File: config.mk
export PLATFORM = sky130hd
export DESIGN_NAME = islc_ctrl
export DESIGN_NICKNAME = d
export VERILOG_FILES = /design/src/common/islc_pkg.sv /design/src/rtl/islc_ctrl.sv /design/src/rtl/islc_prio_count.sv
export SDC_FILE = /design/constraint.sdc
export NUM_CORES = 1
export LEC_CHECK = 0
export ABC_CLOCK_PERIOD_IN_PS = 3600
export BUFFER_PORTS_ARGS = -buffer_cell sky130_fd_sc_hd__buf_4
export CORE_UTILIZATION = 25
export CTS_BUF_LIST = sky130_fd_sc_hd__clkbuf_4 sky130_fd_sc_hd__clkbuf_8 sky130_fd_sc_hd__clkbuf_16
export CTS_CLUSTER_SIZE = 12
export DETAILED_ROUTE_END_ITERATION = 12
export HOLD_SLACK_MARGIN = 0.02
export PLACE_DENSITY = 0.48
export RECOVER_POWER = 50
export SLEW_MARGIN = 10
export SYNTH_ARGS = -nofsm -noshare
export SYNTH_HDL_FRONTEND = slang
export SYNTH_SLANG_ARGS = --single-unit
export TNS_END_PERCENT = 5
File: constraint.sdc
create_clock -name core_clk_i -period 3.6 [get_ports core_clk_i]
set_input_delay 0.72 -clock core_clk_i [delete_from_list [all_inputs] [get_ports core_clk_i]]
set_output_delay 0.72 -clock core_clk_i [all_outputs]
set_load 0.005 [all_outputs]
File: src/common/islc_pkg.sv
// islc_pkg: register map, field positions, reset values and counting
// constants for the line interface control block.
// assumes: a byte-wide indirect register port on the device clock.
package islc_pkg;

   // ---------------------------------------------------------------
   // register offsets (indirect addresses)
   // ---------------------------------------------------------------
   localparam logic [7:0] ADDR_PRIORITY  = 8'hA2;
   localparam logic [7:0] ADDR_MODE_ONE  = 8'hA3;
   localparam logic [7:0] ADDR_MODE_TWO  = 8'hA4;
   localparam logic [7:0] ADDR_MF_CTRL   = 8'hA6;
   localparam logic [7:0] ADDR_MF_STAT   = 8'hA7;
   localparam logic [7:0] ADDR_MF_QBUF   = 8'hA8;

   // ---------------------------------------------------------------
   // reset values and writable masks
   // ---------------------------------------------------------------
   localparam logic [7:0] RST_ZERO       = 8'h00;
   localparam logic [7:0] RST_MF_STAT    = 8'h40;
   localparam logic [4:0] RST_QBUF       = 5'h0F;
   localparam logic [7:0] MASK_PRIORITY  = 8'h0F;
   localparam logic [7:0] MASK_MODE      = 8'h7F;
   localparam logic [7:0] MASK_MF_CTRL   = 8'h1F;

   // ---------------------------------------------------------------
   // field positions
   // ---------------------------------------------------------------
   localparam int M1_B1_EN     = 0;
   localparam int M1_B2_EN     = 1;
   localparam int M1_F_OFF     = 2;
   localparam int M1_FA_OFF    = 3;
   localparam int M1_ACT_REQ   = 4;
   localparam int M1_F8_TO_F3  = 5;
   localparam int M1_LINE_EN   = 6;
   localparam int M2_REM_LOOP  = 0;
   localparam int M2_LOC_LOOP  = 1;
   localparam int M2_NO_BACKOF = 2;
   localparam int M2_IE_F3     = 3;
   localparam int M2_IE_F8     = 4;
   localparam int M2_IE_HOOK   = 5;
   localparam int M2_IE_F7     = 6;
   localparam int MF_SYNC_EN   = 0;
   localparam int MF_IE_SDATA  = 1;
   localparam int MF_IE_QEMPTY = 2;
   localparam int MF_IE_CHG    = 3;
   localparam int MF_FIRST_SUB = 4;
   localparam int MF_SYNCED    = 7;
   localparam int ST_SDATA     = 5;
   localparam int ST_QEMPTY    = 6;
   localparam int ST_CHG       = 7;
   localparam int QB_UNSYNC    = 4;

   // ---------------------------------------------------------------
   // access priority counting and multiframe sync loss limit
   // ---------------------------------------------------------------
   localparam logic [4:0] PRIO_BASE_ONES = 5'h08;
   localparam int         BAD_MF_LIMIT   = 3;

endpackage : islc_pkg

File: src/rtl/islc_ctrl.sv
// islc_ctrl: control and status registers of the s/t line interface.
// assumes: host port with one-cycle strobes, read data one cycle later;
// line-side events arrive as one-cycle pulses on the core clock.
//
// Design decision made here: the address-and-strobe port.
`timescale 1ns/100ps
module islc_ctrl
(
   input  wire logic       core_clk_i,
   input  wire logic       rstn_i,
   // host register port
   input  wire logic [7:0] addr_i,
   input  wire logic [7:0] wdata_i,
   input  wire logic       wr_i,
   input  wire logic       rd_i,
   output logic [7:0]      rdata_o,
   // line unit status
   input  wire logic       in_f6_f7_i,
   input  wire logic       mf_found_i,
   input  wire logic       mf_bad_i,
   input  wire logic       mf_frame_i,
   input  wire logic [4:0] s_bits_i,
   input  wire logic       q_taken_i,
   input  wire logic       echo_stb_i,
   input  wire logic       echo_bit_i,
   input  wire logic       pkt_ok_i,
   input  wire logic       d_access_i,
   input  wire logic       d_mismatch_i,
   // line unit controls
   output logic            b1_tx_en_o,
   output logic            b2_tx_en_o,
   output logic            f_tx_off_o,
   output logic            fa_tx_off_o,
   output logic            act_req_o,
   output logic            timer_expiry_o,
   output logic            f8_to_f3_o,
   output logic            line_en_o,
   output logic            remote_loop_o,
   output logic            local_loop_o,
   output logic            host_tx_block_o,
   output logic            line_d_ignore_o,
   output logic            halt_tx_o,
   output logic            d_clear_o,
   output logic [3:0]      ie_line_o,
   output logic            q_bit_o,
   output logic [3:0]      q_pattern_o,
   output logic            mf_synced_o,
   output logic            mf_irq_o
);

   // ---------------------------------------------------------------
   // registers
   // ---------------------------------------------------------------
   logic [3:0] prio_r;
   logic [6:0] mode1_r;
   logic [6:0] mode2_r;
   logic [4:0] mfc_r;
   logic       synced_r;
   logic [7:0] stat_r;
   logic [7:0] stat_nxt;
   logic [4:0] qbuf_r;
   logic [1:0] bad_cnt_r;
   logic [1:0] bad_cnt_nxt;
   logic       synced_nxt;
   logic       act_prev_r;
   logic [7:0] rdata_nxt;
   logic       d_clear_w;

   // ---------------------------------------------------------------
   // address decode
   // ---------------------------------------------------------------
   wire wr_prio  = wr_i && (addr_i == islc_pkg::ADDR_PRIORITY);
   wire wr_mode1 = wr_i && (addr_i == islc_pkg::ADDR_MODE_ONE);
   wire wr_mode2 = wr_i && (addr_i == islc_pkg::ADDR_MODE_TWO);
   wire wr_mfc   = wr_i && (addr_i == islc_pkg::ADDR_MF_CTRL);
   wire wr_qbuf  = wr_i && (addr_i == islc_pkg::ADDR_MF_QBUF);
   wire rd_stat  = rd_i && (addr_i == islc_pkg::ADDR_MF_STAT);

   wire [7:0] wd_prio = wdata_i & islc_pkg::MASK_PRIORITY;
   wire [7:0] wd_mode = wdata_i & islc_pkg::MASK_MODE;
   wire [7:0] wd_mfc  = wdata_i & islc_pkg::MASK_MF_CTRL;

   // read mux; unmapped and write-only addresses read zero
   always_comb
   begin
      rdata_nxt = islc_pkg::RST_ZERO;
      if (addr_i == islc_pkg::ADDR_PRIORITY)
         rdata_nxt = {4'h0, prio_r};
      else if (addr_i == islc_pkg::ADDR_MODE_ONE)
         rdata_nxt = {1'b0, mode1_r};
      else if (addr_i == islc_pkg::ADDR_MODE_TWO)
         rdata_nxt = {1'b0, mode2_r};
      else if (addr_i == islc_pkg::ADDR_MF_CTRL)
         rdata_nxt = {synced_r, 2'b00, mfc_r};
      else if (addr_i == islc_pkg::ADDR_MF_STAT)
         rdata_nxt = stat_r;
   end

   // ---------------------------------------------------------------
   // multiframe synchronisation
   // ---------------------------------------------------------------
   wire sync_en  = mfc_r[islc_pkg::MF_SYNC_EN];
   wire bad_lim  = (bad_cnt_r == 2'(islc_pkg::BAD_MF_LIMIT - 1));
   wire lose     = synced_r && (!sync_en || !in_f6_f7_i
                 || (mf_bad_i && bad_lim));
   wire gain     = !synced_r && sync_en && in_f6_f7_i && mf_found_i;

   always_comb
   begin
      synced_nxt  = synced_r;
      bad_cnt_nxt = bad_cnt_r;
      if (lose)
      begin
         synced_nxt  = 1'b0;
         bad_cnt_nxt = 2'b00;
      end
      else if (gain)
      begin
         synced_nxt  = 1'b1;
         bad_cnt_nxt = 2'b00;
      end
      else if (synced_r && mf_bad_i)
         bad_cnt_nxt = bad_cnt_r + 2'b01;
      else if (synced_r && mf_frame_i)
         bad_cnt_nxt = 2'b00;
   end

   // ---------------------------------------------------------------
   // status buffer: events win over the clearing read
   // ---------------------------------------------------------------
   wire s_new = synced_r && mf_frame_i && !mf_bad_i;
   always_comb
   begin
      stat_nxt = stat_r;
      if (rd_stat)
      begin
         stat_nxt[islc_pkg::ST_SDATA]  = 1'b0;
         stat_nxt[islc_pkg::ST_QEMPTY] = 1'b0;
         stat_nxt[islc_pkg::ST_CHG]    = 1'b0;
      end
      if (s_new)
      begin
         stat_nxt[4:0]                = s_bits_i;
         stat_nxt[islc_pkg::ST_SDATA] = 1'b1;
      end
      if (q_taken_i && synced_r)
         stat_nxt[islc_pkg::ST_QEMPTY] = 1'b1;
      if (lose || gain)
         stat_nxt[islc_pkg::ST_CHG] = 1'b1;
   end

   // gated interrupt request from the three status flags
   wire irq_nxt = (stat_r[islc_pkg::ST_SDATA]
                   && mfc_r[islc_pkg::MF_IE_SDATA])
               || (stat_r[islc_pkg::ST_QEMPTY]
                   && mfc_r[islc_pkg::MF_IE_QEMPTY])
               || (stat_r[islc_pkg::ST_CHG]
                   && mfc_r[islc_pkg::MF_IE_CHG]);

   // ---------------------------------------------------------------
   // d-channel priority counting
   // ---------------------------------------------------------------
   islc_prio_count islc_prio_count_i
   (
      .core_clk_i (core_clk_i),
      .rstn_i     (rstn_i),
      .level_i    (prio_r),
      .echo_stb_i (echo_stb_i),
      .echo_bit_i (echo_bit_i),
      .pkt_ok_i   (pkt_ok_i),
      .access_i   (d_access_i),
      .clear_o    (d_clear_w)
   );

   wire loop_rem = mode2_r[islc_pkg::M2_REM_LOOP];
   wire mis_ok   = loop_rem || mode2_r[islc_pkg::M2_NO_BACKOF];
   wire act_now  = mode1_r[islc_pkg::M1_ACT_REQ];

   // ---------------------------------------------------------------
   // register state
   // ---------------------------------------------------------------
   always_ff @(posedge core_clk_i or negedge rstn_i)
   begin
      if (!rstn_i)
      begin
         prio_r     <= 4'h0;
         mode1_r    <= 7'h00;
         mode2_r    <= 7'h00;
         mfc_r      <= 5'h00;
         qbuf_r     <= islc_pkg::RST_QBUF;
         stat_r     <= islc_pkg::RST_MF_STAT;
         synced_r   <= 1'b0;
         bad_cnt_r  <= 2'b00;
         act_prev_r <= 1'b0;
      end
      else
      begin
         if (wr_prio)
            prio_r <= wd_prio[3:0];
         if (wr_mode1)
            mode1_r <= wd_mode[6:0];
         if (wr_mode2)
            mode2_r <= wd_mode[6:0];
         if (wr_mfc)
            mfc_r <= wd_mfc[4:0];
         if (wr_qbuf)
            qbuf_r <= wdata_i[4:0];
         stat_r     <= stat_nxt;
         synced_r   <= synced_nxt;
         bad_cnt_r  <= bad_cnt_nxt;
         act_prev_r <= act_now;
      end
   end

   // ---------------------------------------------------------------
   // registered outputs
   // ---------------------------------------------------------------
   always_ff @(posedge core_clk_i or negedge rstn_i)
   begin
      if (!rstn_i)
      begin
         rdata_o         <= 8'h00;
         b1_tx_en_o      <= 1'b0;
         b2_tx_en_o      <= 1'b0;
         f_tx_off_o      <= 1'b0;
         fa_tx_off_o     <= 1'b0;
         act_req_o       <= 1'b0;
         timer_expiry_o  <= 1'b0;
         f8_to_f3_o      <= 1'b0;
         line_en_o       <= 1'b0;
         remote_loop_o   <= 1'b0;
         local_loop_o    <= 1'b0;
         host_tx_block_o <= 1'b0;
         line_d_ignore_o <= 1'b0;
         halt_tx_o       <= 1'b0;
         d_clear_o       <= 1'b0;
         ie_line_o       <= 4'h0;
         q_bit_o         <= 1'b0;
         q_pattern_o     <= 4'h0;
         mf_synced_o     <= 1'b0;
         mf_irq_o        <= 1'b0;
      end
      else
      begin
         rdata_o         <= rd_i ? rdata_nxt : islc_pkg::RST_ZERO;
         b1_tx_en_o      <= mode1_r[islc_pkg::M1_B1_EN];
         b2_tx_en_o      <= mode1_r[islc_pkg::M1_B2_EN];
         f_tx_off_o      <= mode1_r[islc_pkg::M1_F_OFF];
         fa_tx_off_o     <= mode1_r[islc_pkg::M1_FA_OFF];
         act_req_o       <= act_now;
         timer_expiry_o  <= act_prev_r && !act_now;
         f8_to_f3_o      <= mode1_r[islc_pkg::M1_F8_TO_F3];
         line_en_o       <= mode1_r[islc_pkg::M1_LINE_EN];
         remote_loop_o   <= loop_rem;
         local_loop_o    <= mode2_r[islc_pkg::M2_LOC_LOOP];
         host_tx_block_o <= loop_rem;
         line_d_ignore_o <= mode2_r[islc_pkg::M2_LOC_LOOP];
         halt_tx_o       <= d_mismatch_i && !mis_ok;
         d_clear_o       <= d_clear_w;
         ie_line_o       <= {mode2_r[islc_pkg::M2_IE_F7],
                             mode2_r[islc_pkg::M2_IE_HOOK],
                             mode2_r[islc_pkg::M2_IE_F8],
                             mode2_r[islc_pkg::M2_IE_F3]};
         // unsync value in all q bits until synchronised
         q_bit_o         <= qbuf_r[islc_pkg::QB_UNSYNC];
         q_pattern_o     <= (sync_en && synced_r) ? qbuf_r[3:0]
                            : {4{qbuf_r[islc_pkg::QB_UNSYNC]}};
         mf_synced_o     <= synced_r;
         mf_irq_o        <= irq_nxt;
      end
   end

endmodule // islc_ctrl

File: src/rtl/islc_prio_count.sv
// islc_prio_count: echo-channel ones counter gating d-channel access.
// assumes: echo bit strobe is a one-cycle enable on the core clock.
`timescale 1ns/100ps
module islc_prio_count
(
   input  wire logic       core_clk_i,
   input  wire logic       rstn_i,
   input  wire logic [3:0] level_i,
   input  wire logic       echo_stb_i,
   input  wire logic       echo_bit_i,
   input  wire logic       pkt_ok_i,
   input  wire logic       access_i,
   output logic            clear_o
);

   logic       raised_r;
   logic       raised_nxt;
   logic [5:0] ones_r;
   logic [5:0] ones_nxt;
   logic [5:0] need_w;
   logic [4:0] eff_w;

   // ---------------------------------------------------------------
   // required ones: 8 + 2 * effective level
   // ---------------------------------------------------------------
   assign eff_w  = {1'b0, level_i} + {4'h0, raised_r};
   assign need_w = {1'b0, islc_pkg::PRIO_BASE_ONES}
                 + {eff_w, 1'b0};
   assign clear_o = (ones_r >= need_w);

   always_comb
   begin
      ones_nxt   = ones_r;
      raised_nxt = raised_r;
      if (echo_stb_i)
      begin
         // a zero in the echo restarts the count
         if (!echo_bit_i)
            ones_nxt = 6'h00;
         else if (!clear_o)
            ones_nxt = ones_r + 6'h01;
      end
      if (access_i)
      begin
         ones_nxt = 6'h00;
         if (raised_r)
            raised_nxt = 1'b0;
      end
      if (pkt_ok_i)
         raised_nxt = 1'b1;
   end

   always_ff @(posedge core_clk_i or negedge rstn_i)
   begin
      if (!rstn_i)
      begin
         ones_r   <= 6'h00;
         raised_r <= 1'b0;
      end
      else
      begin
         ones_r   <= ones_nxt;
         raised_r <= raised_nxt;
      end
   end

endmodule // islc_prio_count

==> results of run 1 <==
==> worst register-to-register path, stage by stage, from the launching register on <==
cell and delay [ns]:
dfrtp_1 0.39, ha_1 0.22, ha_1 0.20, xor2_1 0.17, ha_1 0.20, xor2_1 0.16, ha_1 0.31, a21oi_1 0.13
o21ai_1 0.22, or4_1 0.51, a21boi_0 0.17
==> worst min path at each step <==
stage                                      start                endpoint  slack, ns  depth (start not counted)
after floorplan            qbuf_r[4]$_DFFE_PN0P_       q_bit_o$_DFF_PN0_       0.36                          0
after global placement    mode1_r[6]$_DFFE_PN0P_     line_en_o$_DFF_PN0_       0.40                          0
after detailed placement  mode2_r[4]$_DFFE_PN0P_  ie_line_o[1]$_DFF_PN0_       0.39                          0
after CTS                 mode2_r[4]$_DFFE_PN0P_  ie_line_o[1]$_DFF_PN0_       0.41                          0
after global routing      mode2_r[4]$_DFFE_PN0P_  ie_line_o[1]$_DFF_PN0_       0.43                          0
final                     mode2_r[4]$_DFFE_PN0P_  ie_line_o[1]$_DFF_PN0_       0.41                          0
==> sequential cells by signal (all words and copies together) (netlist names), 2 cells and up <==
signal,cells
islc_prio_count_i.ones_r,6
mfc_r,5
bad_cnt_r,2
rdata_o,8
q_pattern_o,4
stat_r,8
prio_r,4
ie_line_o,4
mode1_r,7
qbuf_r,5
mode2_r,7
==> cell type report <==
class / count / area (sq um)
timing repair buffer: 66 / 489.2
multi-input combinational: 162 / 1321
sequential: 77 / 1933
clock inverter: 6 / 93.84
clock buffer: 10 / 239.0
fill: 1315 / 8496
inverter: 10 / 37.54
tap: 172 / 215.2
==> logic make-up (layout without fill, tap and decap cells) <==
kind of cell / count (synthesis) / count (layout) / share of synthesized area
DFF: 77 / 77 / 0.5784
and+or+nand+nor: 62 / 62 / 0.1022
muxes: 45 / 45 / 0.1595
AOI/OAI and AO/OA: 42 / 42 / 0.08836
buffers and inverters: 19 / 92 / 0.02620
adders and majority gates: 10 / 10 / 0.03744
xor gates and xnor gates: 3 / 3 / 0.007864
==> where the power goes <==
group / total, mW / internal (mW) / switching [mW]
combinational: 0.161 / 0.0852 / 0.0756
clock: 1.00 / 0.633 / 0.369
sequential: 0.944 / 0.910 / 0.0332
==> cell usage in the layout (no fill, tap or decap), drive strengths merged, types with 2 or more instances in the layout <==
master	instances
nand3b	3
dfstp	5
nand3	4
bufinv	2
o31a	2
clkbuf	12
nand2b	2
or4	2
buf	64
a21oi	11
nor2b	4
a21boi	2
inv	12
mux2	35
nor3b	2
a21o	3
nand4	4
a31o	4
nor2	14
ha	10
nor4	2
o21a	2
o21ai	4
a22oi	2
dfrtp	72
or3	3
or2	2
o22a	2
nor3	6
xor2	2
nand2	11
mux2i	9
clkinv	2
==> per-stage QoR <==
step | instances | total power, mW | util | area (sq um) | setup slack [ns]
final | 503 | 2.106 | 0.3376 | 4329 | 0.8555
after global routing | 503 | 2.202 | 0.3376 | 4329 | 0.5865
after CTS | 503 | 2.141 | 0.3380 | 4335 | 0.8419
after detailed placement | 487 | 1.124 | 0.3121 | 4003 | 0.8205
after global placement | 487 | 1.121 | 0.3121 | 4003 | 0.8631
after floorplan | 258 | 1.026 | - | 3342 | 1.056
==> per-layer routing <==
layer | share of wire | track usage | up-vias
met2 | 0.45 | 0.1743 | 51
met1 | 0.49 | 0.1668 | 1108
met5 | 0 | 0 | -
li1 | - | - | 1075
met4 | 0.018 | 0.06010 | 0
met3 | 0.041 | 0.02859 | 7
==> summary.txt, run 1 <==
Outcome
  – Status: complete, but fails checks
  – Failing checks: capacitance limit, slew limit

Floorplanning
  – I/O pin total: between 60 and 70
  – Core area: 12820 sq um
  – Die Y: 117.6 um
  – Starting density of the core: 0.2606
  – Die area: 13830 sq um
  – Die X: around 120 um
  – # rows: 41

Clock network
  – Skew-Pair Late Insertion Delay: 0.33 ns
  – Clk buf depth: 2
  – Post-CTS Resized: 0
  – Clock Pin Slew Worst Setup and Hold Paths: 0.06 ns
  – Postcts setup bufs: 0
  – Root Driver: clkbuf_16
  – # H-tree levels: 3
  – Total CTS buffers: 9
  – CTS sink cnt: 77
  – Hold buffer count at cts: 0
  – TritonCTS clock tree: yes

Critical path
  – Crit path to: islc_prio_count_i.ones_r[2]$_DFFE_PN0P_
  – Worst setup path startpoint: islc_prio_count_i.raised_r$_DFFE_PN0P_
  – Worst r2r src: islc_prio_count_i.raised_r$_DFFE_PN0P_
  – Worst path slowest cell: or4_1
  – Crit path cell chain: ha_1 -> ha_1 -> xor2_1 -> ha_1 -> xor2_1 -> ha_1 -> a21oi_1 -> o21ai_1 -> or4_1 -> a21boi_0
  – Most used cell, CP: ha_1
  – CP startpoint kind: flip-flop
  – Worst R2R End: islc_prio_count_i.ones_r[2]$_DFFE_PN0P_
  – Nature of the critical path endpoint: flip-flop
  – Worst reg-to-reg path cell count: 10
  – Crit path max-delay family: adder cells
  – Crit-path max FO: 9
  – Reg2reg setup slack: around 0.86 ns
  – Worst path bufs/invs: 0
  – Kind of critical path: flip-flop to flip-flop
  – Critical Path Stages: 10
  – CP max stage delay: 0.51 ns
  – Critical path required time: 3.85 ns
  – Worst path arrival time: approximately 3.0 ns

Yosys
  – Synth async-reset ratio: 1.000
  – Area contributors post-synth: dfrtp_1, mux2_2, dfstp_2
  – Top_reg_cell synth: dfrtp_1
  – Top-count cell post-synth: dfrtp_1
  – Top cell type by total area after synthesis: dfrtp_1
  – Most frequent cells after synthesis: dfrtp_1, mux2_2, nor2_1
  – #FFs+latches synth: 77
  – Synth Area per Inst: 12.95 sq um
  – Syn Nets: just over 300
  – Yosys top cell area share: 0.5391
  – Synthesis warning total: 0
  – Sequential area share after synthesis: 0.5784
  – Mapped Area: 3342 sq um
  – Post-synth EDFFs: 0
  – Netlist cell types: 53
  – Post-Synthesis Cells: between 200 and 300

Routing
  – Vias/cell: 4.455
  – First-pass DRT Iterations: 4
  – Post-Route WL: 7709 um
  – Initial DRC Count: between 90 and 100
  – DRC viols: 0
  – Via count: 2241
  – Average wire per standard cell: 15.33 um
  – Final ANT Viol Nets: 0

STA
  – Slew Limit Headroom: -0.2943
  – Fin crit period: 2.745 ns
  – Setup TNS: 0 ns
  – Tcrit/Tclk final: 0.7624
  – Hold Slack: 0.4117 ns
  – Worst-Margin Slew: 1.942 ns
  – Setup Viol. Count Final: 0
  – Final hold violation count: 0
  – Max Clk Rate: 364.4 MHz
  – Setup Skew: 0.007768 ns
  – Final Max Tran Viols: between 70 and 80
  – RSZ-0062 raised after global routing: no

Final layout
  – N_diodes: 0
  – Area Growth Syn to Fin: 29.54%
  – Final Net Count: 371
  – Share of layout cells above drive strength 1: 0.3988

GRT
  – Antenna violations before repair: 0
  – Grt total ovfl: 0
  – Gr usage total: 0.1204
  – Largest net degree at the start of global routing: 78
  – Vias in the first global route: 2279
  – First-pass GRT wire length: approximately 13000 um

Power and ir drop
  – Pwr Density: 486.6 nW/um^2
  – Static leakage: 2.136 nW
  – VDD IR max: a little under 0.2 mV

Hold path
  – Min-delay worst type: flip-flop to flip-flop

Placed design
  – PortBufs: 66
  – DPL Wire Length: 5462 um
  – Gpl congestion: 0.7394

Flow run
  – Max-cap violation count: 1
Power figures use the tool's default switching activity.
==> run 2: changes to the inputs <==
- ABC_CLOCK_PERIOD_IN_PS: 3600 -> 2700
- clock period: 3.6 -> 2.7 ns (I/O delays scaled with it)
==> run 2 against run 1 <==
  * The run still ends with capacitance limit, slew limit left
  * Clock skew is 0.00063 ns lower
  * Worst hold slack worse by 0.0088 ns
  * Routed wire length is 0.17% higher
  * Flip-flop and latch count stayed put
  * Maximum frequency is 4.3% higher
  * Worst setup slack worse by 0.79 ns
  * Cell count is 0.99% higher
  * Critical endpoint unchanged
==> summary.txt, run 2 (synthesis results as in run 1) <==
Clock network
  – Total CTS buffers: 9
  – Skew-Pair Late Insertion Delay: 0.33 ns
  – Clock Pin Slew Worst Setup and Hold Paths: 0.06 ns
  – TritonCTS clock tree: yes
  – Hold buffer count at cts: 0
  – Root Driver: clkbuf_16
  – Clk buf depth: 2
  – CTS sink cnt: 77
  – Postcts setup bufs: 0
  – # H-tree levels: 3

Critical path
  – Most used cell, CP: ha_1
  – Kind of critical path: flip-flop to flip-flop
  – CP max stage delay: around 0.48 ns
  – Worst path bufs/invs: 0
  – Worst setup path startpoint: prio_r[0]$_DFFE_PN0P_
  – Crit-path max FO: 7
  – Crit path cell chain: ha_1 -> ha_1 -> xor2_1 -> ha_1 -> xor2_1 -> ha_1 -> a21oi_1 -> o21ai_2 -> or4_1 -> a21boi_1
  – Worst path arrival time: between 2 and 3 ns
  – Worst path slowest cell: or4_1
  – Critical path required time: 2.96 ns
  – CP startpoint kind: flip-flop
  – Nature of the critical path endpoint: flip-flop
  – Crit path max-delay family: adder cells
  – Worst r2r src: prio_r[0]$_DFFE_PN0P_

Power and ir drop
  – Combinational power share: 0.085
  – Internal: 1.992 mW
  – Pwr Density: ~600 nW/um^2
  – Sw frac: 0.2352
  – VDD IR max: 0.2354 mV
  – Sw power: 612.3 uW
  – Static leakage: between 2 and 2.5 nW
  – Seq pwr share: 0.483
  – Clock share of power: 0.432

STA
  – Fin worst setup slack: 0.06904 ns
  – Max Clk Rate: 380.1 MHz
  – Worst-Margin Slew: 2.041 ns
  – Setup Skew: 0.007142 ns
  – Setup TNS: 0 ns
  – Setup Viol. Count Final: 0
  – Fin crit period: about 2.6 ns
  – Final hold violation count: 0
  – RSZ-0062 raised after global routing: yes
  – Hold Slack: 0.4029 ns
  – Slew Limit Headroom: -0.3608
  – Tcrit/Tclk final: 0.9744
  – Final Max Tran Viols: 37

Final layout
  – Fin area: 4348 sq um
  – Commonest non-fill, non-tap cell in the layout: dfrtp_1
  – Share of layout cells above drive strength 1: 0.4196
  – Final Core Density: 0.3390
  – # fillers: 1284
  – Sequential cell area: 1933 sq um
  – N_diodes: 0
  – Leading cell types in the layout, fill and taps excluded: dfrtp_1, buf_4, mux2_2
  – Top Registers: rdata_o: 8 flops, stat_r: 8 flops
  – Final Net Count: 376
  – Area Growth Syn to Fin: 30.10%
  – Multi-input gate area: ~1300 sq um

Floorplanning
  – Core area: 12820 sq um
  – Die area: 13830 sq um
  – Die X: around 120 um
  – # rows: 41
  – Die Y: 117.6 um
  – Starting density of the core: 0.2606
  – I/O pin total: 68

Routing
  – DRC viols: 0
  – Final ANT Viol Nets: 0
  – Average wire per standard cell: 15.20 um
  – Initial DRC Count: 66
  – Via count: 2259
  – First-pass DRT Iterations: 4
  – Vias/cell: 4.447
  – Post-Route WL: 7722 um

GRT
  – Met3 Use GR: 0.02083
  – Antenna violations before repair: 0
  – Grt total ovfl: 0
  – First-pass GRT wire length: 12780 um
  – Gr busiest metal: met1
  – Met2 GRT Util: 0.1702
  – Largest net degree at the start of global routing: 42
  – Gr usage total: 0.1208
  – Met1 usage: 0.1736
  – Vias in the first global route: about 2.3k

Hold path
  – Min-delay worst type: primary input to flip-flop
  – Startpoint of the worst hold path: pkt_ok_i

Placed design
  – Post-Place Setup Slack: -0.006187 ns
  – PortBufs: 66
  – Gpl congestion: 0.7465
  – Placed Area: a little over 4000 sq um
  – DPL Wire Length: 5577 um

Outcome
  – Failing checks: capacitance limit, slew limit
  – Status: complete, but fails checks

Flow run
  – Max-cap violation count: 1
[run 2: worst register-to-register path, cell delays in order, from the launching register on]
cell	delay [ns]
dfrtp_1	0.39
ha_1	0.20
ha_1	0.21
xor2_1	0.16
ha_1	0.19
xor2_1	0.16
ha_1	0.31
a21oi_1	0.17
o21ai_2	0.14
or4_1	0.48
a21boi_1	0.14
[run 2: power by group through the flow]
stage          sequential [mW]  combinational (mW)  clock [mW]
2_1_floorplan             1.26               0.106           0
3_3_place_gp              1.28               0.222           0
3_5_place_dp              1.28               0.224           0
4_1_cts                   1.26               0.226        1.17
5_1_grt                   1.26               0.250        1.21
6_report                  1.26               0.222        1.13
[run 2: worst paths after layout]
| path | endpoint | slack (ns) | depth (start not counted) |
|---|---|---|---|
| setup / recovery | islc_prio_count_i.ones_r[2]$_DFFE_PN0P_ | 0.07 | 10 |
| hold / removal | islc_prio_count_i.raised_r$_DFFE_PN0P_ | 0.40 | 2 |
| max in group asynchronous | ie_line_o[3]$_DFF_PN0_ | 0.74 | 1 |
| min in group asynchronous | q_pattern_o[3]$_DFF_PN0_ | 0.79 | 1 |
| setup reg to reg | islc_prio_count_i.ones_r[2]$_DFFE_PN0P_ | 0.07 | 10 |
| hold reg to reg | line_en_o$_DFF_PN0_ | 0.40 | 0 |
[run 2: repair_timing]
action	4_1_cts	5_1_grt
cloned	0	0
resized for setup	1	4
endpoints found under the setup margin	2	6
[run 2: layout make-up]
class | count | share of cell area
flip-flops and latches | 77 | 0.4446
multi-input cells | 162 | 0.3079
repair buffers | 71 | 0.1246
clock buffers | 11 | 0.05669
well taps | 172 | 0.04950
inverters | 10 | 0.008633
clock inverters | 5 | 0.008058
[run 2: routing by layer]
layer  part of all wire  up-vias
li1                   -     1084
met3              0.028       10
met5                  0        -
met1               0.51     1124
met2               0.44       41
met4              0.020        0
[run 2: metrics by stage]
| stage | cells | power, mW |
|---|---|---|
| floorplan | 258 | 1.369 |
| global placement | 492 | 1.500 |
| detailed placement | 492 | 1.502 |
| CTS | 508 | 2.650 |
| global route | 508 | 2.728 |
| finish | 508 | 2.604 |
